$ cat config.mk
export PLATFORM = sky130hd
export DESIGN_NAME = uart_flow_control_port
export DESIGN_NICKNAME = d
export VERILOG_FILES = /design/src/verilog/uart_fc_pkg.sv /design/src/verilog/uart_frame_if.sv /design/src/verilog/uart_tx_serial.sv /design/src/verilog/uart_rx_serial.sv /design/src/verilog/uart_flow_control_port.sv
export VERILOG_INCLUDE_DIRS = /design/src /design/src/verilog
export SDC_FILE = /design/constraint.sdc
export NUM_CORES = 1
export LEC_CHECK = 0
export BUFFER_PORTS_ARGS = -buffer_cell sky130_fd_sc_hd__clkbuf_2
export CAP_MARGIN = 20
export CORE_MARGIN = 3
export CORE_UTILIZATION = 30
export DETAILED_ROUTE_END_ITERATION = 8
export PLACE_DENSITY = 0.51
export SYNTH_ARGS = -nofsm -noshare
export SYNTH_HDL_FRONTEND = slang
export SYNTH_SLANG_ARGS = --single-unit
$ cat constraint.sdc
create_clock -name mclk -period 4.55 [get_ports mclk]
set_input_delay 1.365 -clock mclk [delete_from_list [all_inputs] [get_ports mclk]]
set_output_delay 1.365 -clock mclk [all_outputs]
set_load 0.01 [all_outputs]
$ cat src/verilog/uart_fc_regs.svh
/*
   Constants of the serial port: clock rate, baud range, oversampling and frame figures.
   Assumes a single 100 MHz system clock; definitions only.
*/
`ifndef UART_FC_REGS_SVH
`define UART_FC_REGS_SVH

`define UFC_CLK_HZ 100000000
`define UFC_OVERSAMPLE 16
`define UFC_BAUD_MIN 1200
`define UFC_BAUD_MAX 460800
// cycles per oversample tick at the fastest and slowest rates, rounded down
`define UFC_DIV_MIN (`UFC_CLK_HZ / (`UFC_OVERSAMPLE * `UFC_BAUD_MAX))
`define UFC_DIV_MAX (`UFC_CLK_HZ / (`UFC_OVERSAMPLE * `UFC_BAUD_MIN))
`define UFC_DIV_W 13
`define UFC_DATA_W 8
`define UFC_LAST_TICK 4'hF
`define UFC_MID_TICK 4'h7
`define UFC_LAST_BIT 3'h7

`endif

$ cat src/verilog/uart_fc_pkg.sv
/*
   Types shared by the serial port core and its serialiser and deserialiser.
   Assumes the constants header is included where figures are needed.
*/
package uart_fc_pkg;
   typedef logic [7:0] char_t;
   typedef enum logic [4:0] {
      FR_IDLE = 5'h01,
      FR_START = 5'h02,
      FR_DATA = 5'h04,
      FR_PARITY = 5'h08,
      FR_STOP = 5'h10
   } frame_state_e;
   typedef struct packed {
      char_t data;
      logic parityErr;
      logic frameErr;
   } rx_char_s;
endpackage : uart_fc_pkg

$ cat src/verilog/uart_frame_if.sv
/*
   Link between the port core and its bit-level transmitter and receiver.
   Assumes all three sit on the same clock; the core drives tick and configuration.
*/
`timescale 1ns/1ns
interface uart_frame_if;
   import uart_fc_pkg::*;
   logic tick;
   logic parityEn;
   logic parityOdd;
   logic txStart;
   char_t txData;
   logic txBusy;
   logic rxDone;
   rx_char_s rxChar;
   modport core (output tick, parityEn, parityOdd, txStart, txData,
                 input txBusy, rxDone, rxChar);
   modport tx (input tick, parityEn, parityOdd, txStart, txData, output txBusy);
   modport rx (input tick, parityEn, parityOdd, output rxDone, rxChar);
endinterface : uart_frame_if

$ cat src/verilog/uart_tx_serial.sv
/*
   Character serialiser: start bit, data LSB first, optional parity, one stop bit.
   Assumes the core pulses txStart only while txBusy is low and gives 16 ticks per bit.
*/
`timescale 1ns/1ns
`include "uart_fc_regs.svh"
module uart_tx_serial (
   input wire logic mclk,
   input wire logic sys_rst,
   uart_frame_if.tx link,
   output logic txLine
);
   import uart_fc_pkg::*;
   frame_state_e state;
   logic [3:0] tickCnt;
   logic [2:0] bitIdx;
   char_t shift;
   logic par;

   assign link.txBusy = (state != FR_IDLE);

   always_ff @(posedge mclk) begin
      if (sys_rst) begin
         state <= FR_IDLE;
         txLine <= 1'b1;
         tickCnt <= 4'h0;
         bitIdx <= 3'h0;
         shift <= 8'h00;
         par <= 1'b0;
      end else begin
         case (state)
            FR_IDLE: begin
               txLine <= 1'b1;
               if (link.txStart) begin
                  shift <= link.txData;
                  par <= ^link.txData ^ link.parityOdd;
                  tickCnt <= 4'h0;
                  txLine <= 1'b0;
                  state <= FR_START;
               end
            end
            default: begin
               if (link.tick) begin
                  tickCnt <= tickCnt + 4'h1;
                  if (tickCnt == `UFC_LAST_TICK) begin
                     case (state)
                        FR_START: begin
                           txLine <= shift[0];
                           bitIdx <= 3'h0;
                           state <= FR_DATA;
                        end
                        FR_DATA: begin
                           bitIdx <= bitIdx + 3'h1;
                           shift <= {1'b0, shift[7:1]};
                           if (bitIdx != `UFC_LAST_BIT) begin
                              txLine <= shift[1];
                           end else if (link.parityEn) begin
                              txLine <= par;
                              state <= FR_PARITY;
                           end else begin
                              txLine <= 1'b1;
                              state <= FR_STOP;
                           end
                        end
                        FR_PARITY: begin
                           txLine <= 1'b1;
                           state <= FR_STOP;
                        end
                        default: begin
                           txLine <= 1'b1;
                           state <= FR_IDLE;
                        end
                     endcase
                  end
               end
            end
         endcase
      end
   end
endmodule : uart_tx_serial

$ cat src/verilog/uart_rx_serial.sv
/*
   Character deserialiser, always listening, sampling each bit at its centre.
   Assumes 16 ticks per bit from the core; the line is synchronous to mclk.
*/
`timescale 1ns/1ns
`include "uart_fc_regs.svh"
module uart_rx_serial (
   input wire logic mclk,
   input wire logic sys_rst,
   input wire logic rxLine,
   uart_frame_if.rx link
);
   import uart_fc_pkg::*;
   frame_state_e state;
   logic [3:0] tickCnt;
   logic [2:0] bitIdx;
   char_t shift;
   logic parErr;

   always_ff @(posedge mclk) begin
      if (sys_rst) begin
         state <= FR_IDLE;
         tickCnt <= 4'h0;
         bitIdx <= 3'h0;
         shift <= 8'h00;
         parErr <= 1'b0;
         link.rxDone <= 1'b0;
         link.rxChar <= '0;
      end else begin
         link.rxDone <= 1'b0;
         case (state)
            FR_IDLE: begin
               // no enable: a start bit may come at any moment
               if (!rxLine) begin
                  tickCnt <= 4'h0;
                  parErr <= 1'b0;
                  state <= FR_START;
               end
            end
            FR_START: begin
               if (link.tick) begin
                  tickCnt <= tickCnt + 4'h1;
                  if (tickCnt == `UFC_MID_TICK) begin
                     tickCnt <= 4'h0;
                     bitIdx <= 3'h0;
                     // a glitch shorter than half a bit is not a start
                     state <= rxLine ? FR_IDLE : FR_DATA;
                  end
               end
            end
            default: begin
               if (link.tick) begin
                  tickCnt <= tickCnt + 4'h1;
                  if (tickCnt == `UFC_LAST_TICK) begin
                     case (state)
                        FR_DATA: begin
                           shift <= {rxLine, shift[7:1]};
                           bitIdx <= bitIdx + 3'h1;
                           if (bitIdx == `UFC_LAST_BIT) begin
                              state <= link.parityEn ? FR_PARITY : FR_STOP;
                           end
                        end
                        FR_PARITY: begin
                           parErr <= rxLine ^ (^shift) ^ link.parityOdd;
                           state <= FR_STOP;
                        end
                        default: begin
                           link.rxDone <= 1'b1;
                           link.rxChar <= '{data: shift, parityErr: parErr,
                                            frameErr: !rxLine};
                           // back to idle at mid-stop so the next start edge is seen
                           state <= FR_IDLE;
                        end
                     endcase
                  end
               end
            end
         endcase
      end
   end
endmodule : uart_rx_serial

$ cat src/verilog/uart_flow_control_port.sv
/*
   Full-duplex serial port with RTS/CTS flow control, parity and a two-slot receive buffer.
   Assumes pins are synchronous to mclk; pad pulls and drive are set through enable outputs.
*/
`timescale 1ns/1ns
`include "uart_fc_regs.svh"
module uart_flow_control_port #(
   parameter logic [12:0] DIV_MAX = 13'(`UFC_DIV_MAX)
) (
   input wire logic mclk,
   input wire logic sys_rst,
   input wire logic [12:0] baudDivisor,
   input wire logic parityEn,
   input wire logic parityOdd,
   input wire uart_fc_pkg::char_t txData,
   input wire logic txValid,
   output logic txReady,
   output uart_fc_pkg::char_t rxData,
   output logic rxParityErr,
   output logic rxFrameErr,
   output logic rxValid,
   input wire logic rxReady,
   output logic rxOverrun,
   input wire logic overrunClear,
   output logic gpio_pin_twentyone,
   input wire logic gpio_pin_twentytwo,
   output logic gpio_pin_twentythree,
   input wire logic gpio_pin_twentyfour,
   output logic txPinOeN,
   output logic rtsPinOeN,
   output logic rxPullUpEn,
   output logic ctsPullDownEn
);
   import uart_fc_pkg::*;

   uart_frame_if link ();

   logic [12:0] divCnt;
   logic [12:0] divEff;
   logic pinsReady;
   logic ctsAsserted;
   char_t txHold;
   logic txHoldFull;
   logic launch;
   rx_char_s rxHead;
   rx_char_s rxSpare;
   logic spareFull;
   logic push;
   logic pop;
   logic overrunEvt;
   logic next_headBusy;

   // keeps a divisor inside the supported rate range
   function automatic logic [12:0] clampDiv(input logic [12:0] d);
      if (d < 13'(`UFC_DIV_MIN)) begin
         clampDiv = 13'(`UFC_DIV_MIN);
      end else if (d > DIV_MAX) begin
         clampDiv = DIV_MAX;
      end else begin
         clampDiv = d;
      end
   endfunction : clampDiv

   assign divEff = clampDiv(baudDivisor);

   // one oversample tick every divEff cycles, shared by both directions
   always_ff @(posedge mclk) begin
      if (sys_rst) begin
         divCnt <= 13'h0000;
         link.tick <= 1'b0;
      end else if (divCnt >= divEff - 13'h0001) begin
         divCnt <= 13'h0000;
         link.tick <= 1'b1;
      end else begin
         divCnt <= divCnt + 13'h0001;
         link.tick <= 1'b0;
      end
   end

   assign link.parityEn = parityEn;
   assign link.parityOdd = parityOdd;

   // pad setup is applied on the first edge after reset and held from then on
   always_ff @(posedge mclk) begin
      if (sys_rst) begin
         pinsReady <= 1'b0;
         txPinOeN <= 1'b1;
         rtsPinOeN <= 1'b1;
         rxPullUpEn <= 1'b0;
         ctsPullDownEn <= 1'b0;
      end else begin
         pinsReady <= 1'b1;
         txPinOeN <= 1'b0;
         rtsPinOeN <= 1'b0;
         rxPullUpEn <= 1'b1;
         ctsPullDownEn <= 1'b1;
      end
   end

   // with the pull-down an open clear-to-send reads as asserted
   assign ctsAsserted = !gpio_pin_twentyfour;

   // transmit side: one holding register in front of the serialiser
   assign txReady = !txHoldFull;
   assign launch = txHoldFull && !link.txBusy && !link.txStart && ctsAsserted;

   always_ff @(posedge mclk) begin
      if (sys_rst) begin
         txHold <= 8'h00;
         txHoldFull <= 1'b0;
         link.txStart <= 1'b0;
         link.txData <= 8'h00;
      end else begin
         link.txStart <= launch;
         if (txValid && txReady) begin
            txHold <= txData;
            txHoldFull <= 1'b1;
         end else if (launch) begin
            // a frame in flight is never cut short, only the next one waits
            link.txData <= txHold;
            txHoldFull <= 1'b0;
         end
      end
   end

   uart_tx_serial txUnit (
      .mclk(mclk),
      .sys_rst(sys_rst),
      .link(link.tx),
      .txLine(gpio_pin_twentyone)
   );

   uart_rx_serial rxUnit (
      .mclk(mclk),
      .sys_rst(sys_rst),
      .rxLine(gpio_pin_twentytwo),
      .link(link.rx)
   );

   // receive side: head slot drives the outputs, spare slot catches the frame in flight
   assign push = link.rxDone;
   assign pop = rxValid && rxReady;
   assign overrunEvt = push && !pop && rxValid && spareFull;

   always_ff @(posedge mclk) begin
      if (sys_rst) begin
         rxHead <= '0;
         rxSpare <= '0;
         rxValid <= 1'b0;
         spareFull <= 1'b0;
      end else if (pop) begin
         if (spareFull) begin
            rxHead <= rxSpare;
            spareFull <= push;
            if (push) begin
               rxSpare <= link.rxChar;
            end
         end else if (push) begin
            rxHead <= link.rxChar;
         end else begin
            rxValid <= 1'b0;
         end
      end else if (push) begin
         if (!rxValid) begin
            rxHead <= link.rxChar;
            rxValid <= 1'b1;
         end else if (!spareFull) begin
            // room for one more frame that the host began before seeing RTS fall
            rxSpare <= link.rxChar;
            spareFull <= 1'b1;
         end
      end
   end

   assign rxData = rxHead.data;
   assign rxParityErr = rxHead.parityErr;
   assign rxFrameErr = rxHead.frameErr;

   // sticky overrun; a new overrun in the clearing cycle keeps the flag set
   always_ff @(posedge mclk) begin
      if (sys_rst) begin
         rxOverrun <= 1'b0;
      end else if (overrunEvt) begin
         rxOverrun <= 1'b1;
      end else if (overrunClear) begin
         rxOverrun <= 1'b0;
      end
   end

   // stop asking once the head is taken; the spare absorbs the frame already under way
   always_ff @(posedge mclk) begin
      if (sys_rst) begin
         gpio_pin_twentythree <= 1'b1;
      end else begin
         gpio_pin_twentythree <= !(pinsReady && !next_headBusy);
      end
   end

   always_comb begin
      next_headBusy = rxValid;
      if (pop && !spareFull && !push) begin
         next_headBusy = 1'b0;
      end else if (push && !rxValid) begin
         next_headBusy = 1'b1;
      end
   end
endmodule : uart_flow_control_port

Word-level counts from Yosys, hierarchy flattened:

Index checks and enable logic that the tools add are counted.

* multiplexer cells: 78
* $lt $le $gt $ge: 3
* equal/unequal tests: 25
* bitwise gates (word level): 11
* reduce and logical (&&, ||, !) cells: 61
* add/sub/neg operators: 6

Operator list (count)
* $mux 10: 10
* $mux 5: 12
* $mux 8: 5
* $mux 1: 28
* $mux 4: 7
* $reduce_bool 2->1: 14
* $mux 13: 2
* $reduce_and 4->1: 6
* $pmux 5 s2: 2
* $mux 3: 6
* $reduce_xor 8->1: 2
* $pmux 5 s3: 1
* $add 13x1->13 const B: 1
* $ge 13x13->1: 1
* $gt 13x13->1 const B: 1
* $lt 13x4->1 const B: 1
* $sub 13x1->13 const B: 1
* $logic_and 1x1->1: 12
* $ne 2x2->1 const B: 6
* $pmux 3 s2: 2
* $logic_not 1->1: 11
* $eq 5x1->1 const B: 2
* $eq 5x2->1 const B: 2
* $eq 5x3->1 const B: 2
* other kinds (21): 47

* bits in registers: 112
* word-level logic and storage cells: 217
* input port bits: 30
* output and inout bits: 19

Depth between registers and ports, before layout:

* depth in word-level cells: 7
* depth in mapped cells: 18
* mapped depth without buffers: 16

Modules after synthesis:

A second synthesis with hierarchy kept.

* cells, all modules: 671
* area total of the unflattened synthesis: 5881.9 µm²

By module, submodules not included
* uart_flow_control_port: times used 1, sequential area each 1161.1 µm², area an instance 2904.0 µm², cells an instance 337
* uart_rx_serial: times used 1, sequential area each 640.6 µm², area an instance 1707.9 µm², cells an instance 188
* uart_tx_serial: times used 1, sequential area each 440.4 µm², area an instance 1270.0 µm², cells an instance 146

Worst setup path before layout:

Ideal clock, no wire load.

* path type: input-to-reg
* start point: input baudDivisor[5]
* end point: register divCnt[10]
* arrival: 4.594 ns
* slack: -0.172 ns
* data required time: 4.422 ns
* buffers on the path: 2
* setup time: 0.128 ns
* stages: 18
* cells stage by stage: clkbuf_1 -> a211oi_1 -> nand3_1 -> nand2_1 -> a21boi_0 -> ha_1 -> nand2b_1 -> nor2_1 -> o211ai_1 -> or3_1 -> and3_1 -> ha_1 -> and4_1 -> o2111ai_1 -> a31o_2 -> nand4_1 -> clkbuf_1 -> nor2_1

* cells in the longest elaborated chain, start to end: 6

RTL lines
* start, declared: line uart_flow_control_port.sv:12 `input wire logic [12:0] baudDivisor,`
* $gt 13x13->1: line uart_flow_control_port.sv:57 `end else if (d > DIV_MAX) begin`
* $mux 13: line uart_flow_control_port.sv:57
* $mux 13 (*): line uart_flow_control_port.sv:55 `` if (d < 13'(`UFC_DIV_MIN)) begin ``
* $sub 13x1->13 (*): line uart_flow_control_port.sv:71 `end else if (divCnt >= divEff - 13'h0001) begin`
* $ge 13x13->1 (*): line uart_flow_control_port.sv:71
* $reduce_or 2->1 (no source line) (*)
* end signal, assigned: line uart_flow_control_port.sv:75 `divCnt <= divCnt + 13'h0001;`
* end, declared: line uart_flow_control_port.sv:38 `logic [12:0] divCnt;`

Every way passes the cells marked *; elsewhere a longest branch is shown, timed or not.
A chain may end at the register's enable or synchronous reset.

Worst setup path after layout:

* start point: input baudDivisor[8]
* end point: register divCnt[10]

The elaborated chain is that of the path after synthesis.

==> flow_metrics.env <==
export IMPL_post_route_cell_area_um2=6400
export IMPL_die_y_um=142.5
export IMPL_cts_setup_buffers=0
export IMPL_drt_first_pass_iters=4
export IMPL_p_int_mw=1.476
export IMPL_avgViaCountPerCell=5.106
export IMPL_cts_hold_buf=0
export IMPL_p_leak_nw=2.427
export IMPL_wl_met1_um=6091
export IMPL_timing_final_crit_share=0.9445
export IMPL_cp_start_kind="input port"
export IMPL_synth_seq_area_share=0.4011
export IMPL_place_congestion=0.8364
export IMPL_synth_area_um2=5590
export IMPL_finalCriticalPeriod_ns=4.297
export IMPL_max_stage_delay_ns=0.37
export IMPL_drt_wirelength_per_cell_um=13.35
export IMPL_num_vias=4733
export IMPL_synth_top_area_frac=0.4011
export IMPL_synth_enable_flop_cells=0
export IMPL_netlist_top_cell_by_area="dfxtp_1"
export IMPL_cts_buffers=9
export IMPL_initial_core_util=0.3081
export IMPL_ctsRootBufferMaster="clkbuf_16"
export IMPL_synth_top_family_by_area="simple AND/OR/NAND/NOR gates"
export IMPL_gr_total_overflow=0
export IMPL_yosys_area_share_xor_xnor=0.05506
export IMPL_cp_data_arrival_time_ns=4.58
export IMPL_p_clk_frac=0.398
export IMPL_nets=748
export IMPL_whs_ns=0.4526
export IMPL_netlist_top_cells_area="dfxtp_1, ha_1, nor2_1"
export IMPL_finalSetupViolCount=0
export IMPL_die_area_um2=20310
export IMPL_place_inst=911
export IMPL_hp_class="reg -> reg"
export IMPL_max_freq_ghz=0.2327
export IMPL_grt_pass1_wl_um=21200
export IMPL_slowest_stage="or3_1"
export IMPL_synthMuxAreaShare=0.05774
export IMPL_max_cap_violations=0
export IMPL_avgSynthCellArea_um2=8.574
export IMPL_endpoint_kind="flop"
export IMPL_slew_headroom=0.3710
export IMPL_report_power_total_mw=2.018
export IMPL_antenna_found_initial=0
export IMPL_power_switching_mw=0.5420
export IMPL_drc=0
export IMPL_path_clk_slew_ns=0.08
export IMPL_placed_area_um2=6085
export IMPL_path_cells="clkbuf_2 > buf_4 > a211oi_1 > nand3_1 > nand2_1 > a21boi_0 > ha_1 > nand2b_1 > nor2_1 > o211ai_1 > or3_1 > and3_1 > ha_1 > and4_1 > a21o_1 > a31oi_1 > nand4_1 > buf_4 > nor2_1"
export IMPL_dp_hpwl_um=9251
export IMPL_finalHoldViolations=0
export IMPL_combPwrFrac=0.098
export IMPL_cts_tree="yes"
export IMPL_clkLatencyLatePin_ns=0.36
export IMPL_power_per_cell_area_nw_per_um2=315.3
export IMPL_die_x_um=142.5
export IMPL_track_usage=0.1249
export IMPL_pin_count=49
export IMPL_fill_cells=1869
export IMPL_wl_met2_um=5659
export IMPL_pwr_share_seq=0.504
export IMPL_first_global_vias=4495
export IMPL_async_flop_share=0
export IMPL_ys_seq_elements=112
export IMPL_peakVddDrop_uv=178.9
export IMPL_synth_compound_area_frac=0.1688
export IMPL_post_synth_num_cell_types=61
export IMPL_rsz0062_at_grt="false"
export IMPL_critical_path_max_fanout=13
export IMPL_grt_start_max_net_pins=46
export IMPL_wl_um=12370
export IMPL_port_buffers=48
export IMPL_fin_cells=927
export IMPL_skew_ns=0.01183
export IMPL_status="completed"
export IMPL_synth_common_cells="dfxtp_1, nor2_1, nand2_1"
export IMPL_ctsResizeCount=0
export IMPL_drive_gt1_frac=0.1246
export IMPL_path_class="in -> reg"
export IMPL_routed_top_layer="met4"
export IMPL_synth_flop_cell="dfxtp_1"
export IMPL_clk_path_buf_depth=2
export IMPL_area_growth_pct=14.48
export IMPL_synth_nets=707
export IMPL_coreArea_um2=18150
export IMPL_yosysMostFrequentCell="dfxtp_1"
export IMPL_diodes=0
export IMPL_met3_length_um=451
export IMPL_synthAdderAreaFrac=0.05595
export IMPL_yosys_area_share_simple=0.2254
export IMPL_crit_required_ns=4.83
export IMPL_fin_tns_setup_ns=0
export IMPL_antenna_left=0
export IMPL_yosysWarnings=0
export IMPL_detail_route_iter0_violations=264
export IMPL_htree_levels=3
export IMPL_worstMarginPinSlew_ns=0.9373
export IMPL_num_rows=49
export IMPL_slew_viol_final=0
export IMPL_synth_cells=652
export IMPL_clock_sinks=112
export IMPL_swShare=0.2686
[metrics by stage]
step,worst slack [ns],util
after floorplan,0.04327,-
after global placement,-0.02224,0.3353
after detailed placement,-0.1413,0.3353
after CTS,0.2280,0.3520
after global routing,0.01752,0.3527
final,0.2525,0.3527
[worst max-delay path, delay by kind of cell]
kind | cells | cell delay, ns
adder cells (fa/ha/maj) | 2 | 0.52
AND/OR/NAND/NOR | 9 | 1.43
AO/OA/AOI/OAI | 5 | 0.85
buffers and inverters | 3 | 0.43
[per-layer routing]
metal | vias to the layer above | track usage
li1 | 2417 | -
met1 | 2217 | 0.1637
met2 | 87 | 0.2050
met3 | 12 | 0.02688
met4 | 0 | 0.04052
met5 | - | 0
[cell usage in the layout, fill, tap and decap left out, types with 4 or more instances in the layout]
cell type,instances
nand2_1,66
o21a_1,6
a22o_1,8
or3_1,7
clkbuf_2,48
nand4_1,11
and4_1,4
and3_1,6
ha_1,25
nor2b_1,7
mux2i_1,30
o21ai_0,24
o211ai_1,4
clkbuf_16,9
nor4_1,5
dfxtp_1,112
xor2_1,9
a211oi_1,14
nor3_1,14
nand3_1,31
buf_4,14
xnor2_1,21
inv_1,17
a311oi_1,7
nand2b_1,10
nor2_1,83
a21oi_1,45
[final timing paths]
kind	slack, ns	start	cells after the start	end
worst max register to register	2.20	link.tick$_SDFF_PP0_	5	txUnit.shift[3]$_SDFFE_PP0P_
worst min-delay path	0.45	pinsReady$_DFF_P_	1	gpio_pin_twentythree$_SDFF_PP1_
worst min register to register	0.45	pinsReady$_DFF_P_	1	gpio_pin_twentythree$_SDFF_PP1_
worst max-delay path	0.25	baudDivisor[8]	19	divCnt[10]$_SDFF_PP0_
[sequential cells by signal (all words and copies together), names as in the netlist, 3 cells and up]
signal              count
txUnit.state            5
rxSpare                10
rxData                  8
rxUnit.shift            8
rxUnit.tickCnt          4
txUnit.tickCnt          4
rxUnit.state            5
txUnit.bitIdx           3
rxUnit.bitIdx           3
link.txData             8
divCnt                 13
txUnit.shift            8
rxUnit.link.rxChar     10
txHold                  8
[final cells by class]
| type | instances | area, um^2 | share of cell area |
|---|---|---|---|
| Clock inverter | 7 | 78.83 | 0.01232 |
| Multi-Input combinational cell | 491 | 3158 | 0.4935 |
| Sequential cell | 112 | 2242 | 0.3503 |
| Tap cell | 229 | 286.5 | 0.04477 |
| Inverter | 17 | 63.81 | 0.009971 |
| Clock buffer | 9 | 225.2 | 0.03519 |
| Timing Repair Buffer | 62 | 345.3 | 0.05396 |
[cells by family after synthesis]
logic type,after synthesis
buffers and inverters,49
adders and majority gates,25
AOI/OAI and AO/OA,141
muxes,32
xor gates and xnor gates,32
and+or+nand+nor,261
DFF,112
[power groups by stage]
stage | Combinational, mW | Sequential [mW] | Clock, mW
2_1_floorplan | 0.145 | 1.03 | 0
3_3_place_gp | 0.194 | 1.04 | 0
3_5_place_dp | 0.198 | 1.04 | 0
4_1_cts | 0.198 | 1.02 | 0.836
5_1_grt | 0.222 | 1.02 | 0.876
6_report | 0.197 | 1.02 | 0.803
Note: power is estimated with default switching activity, not from simulation.
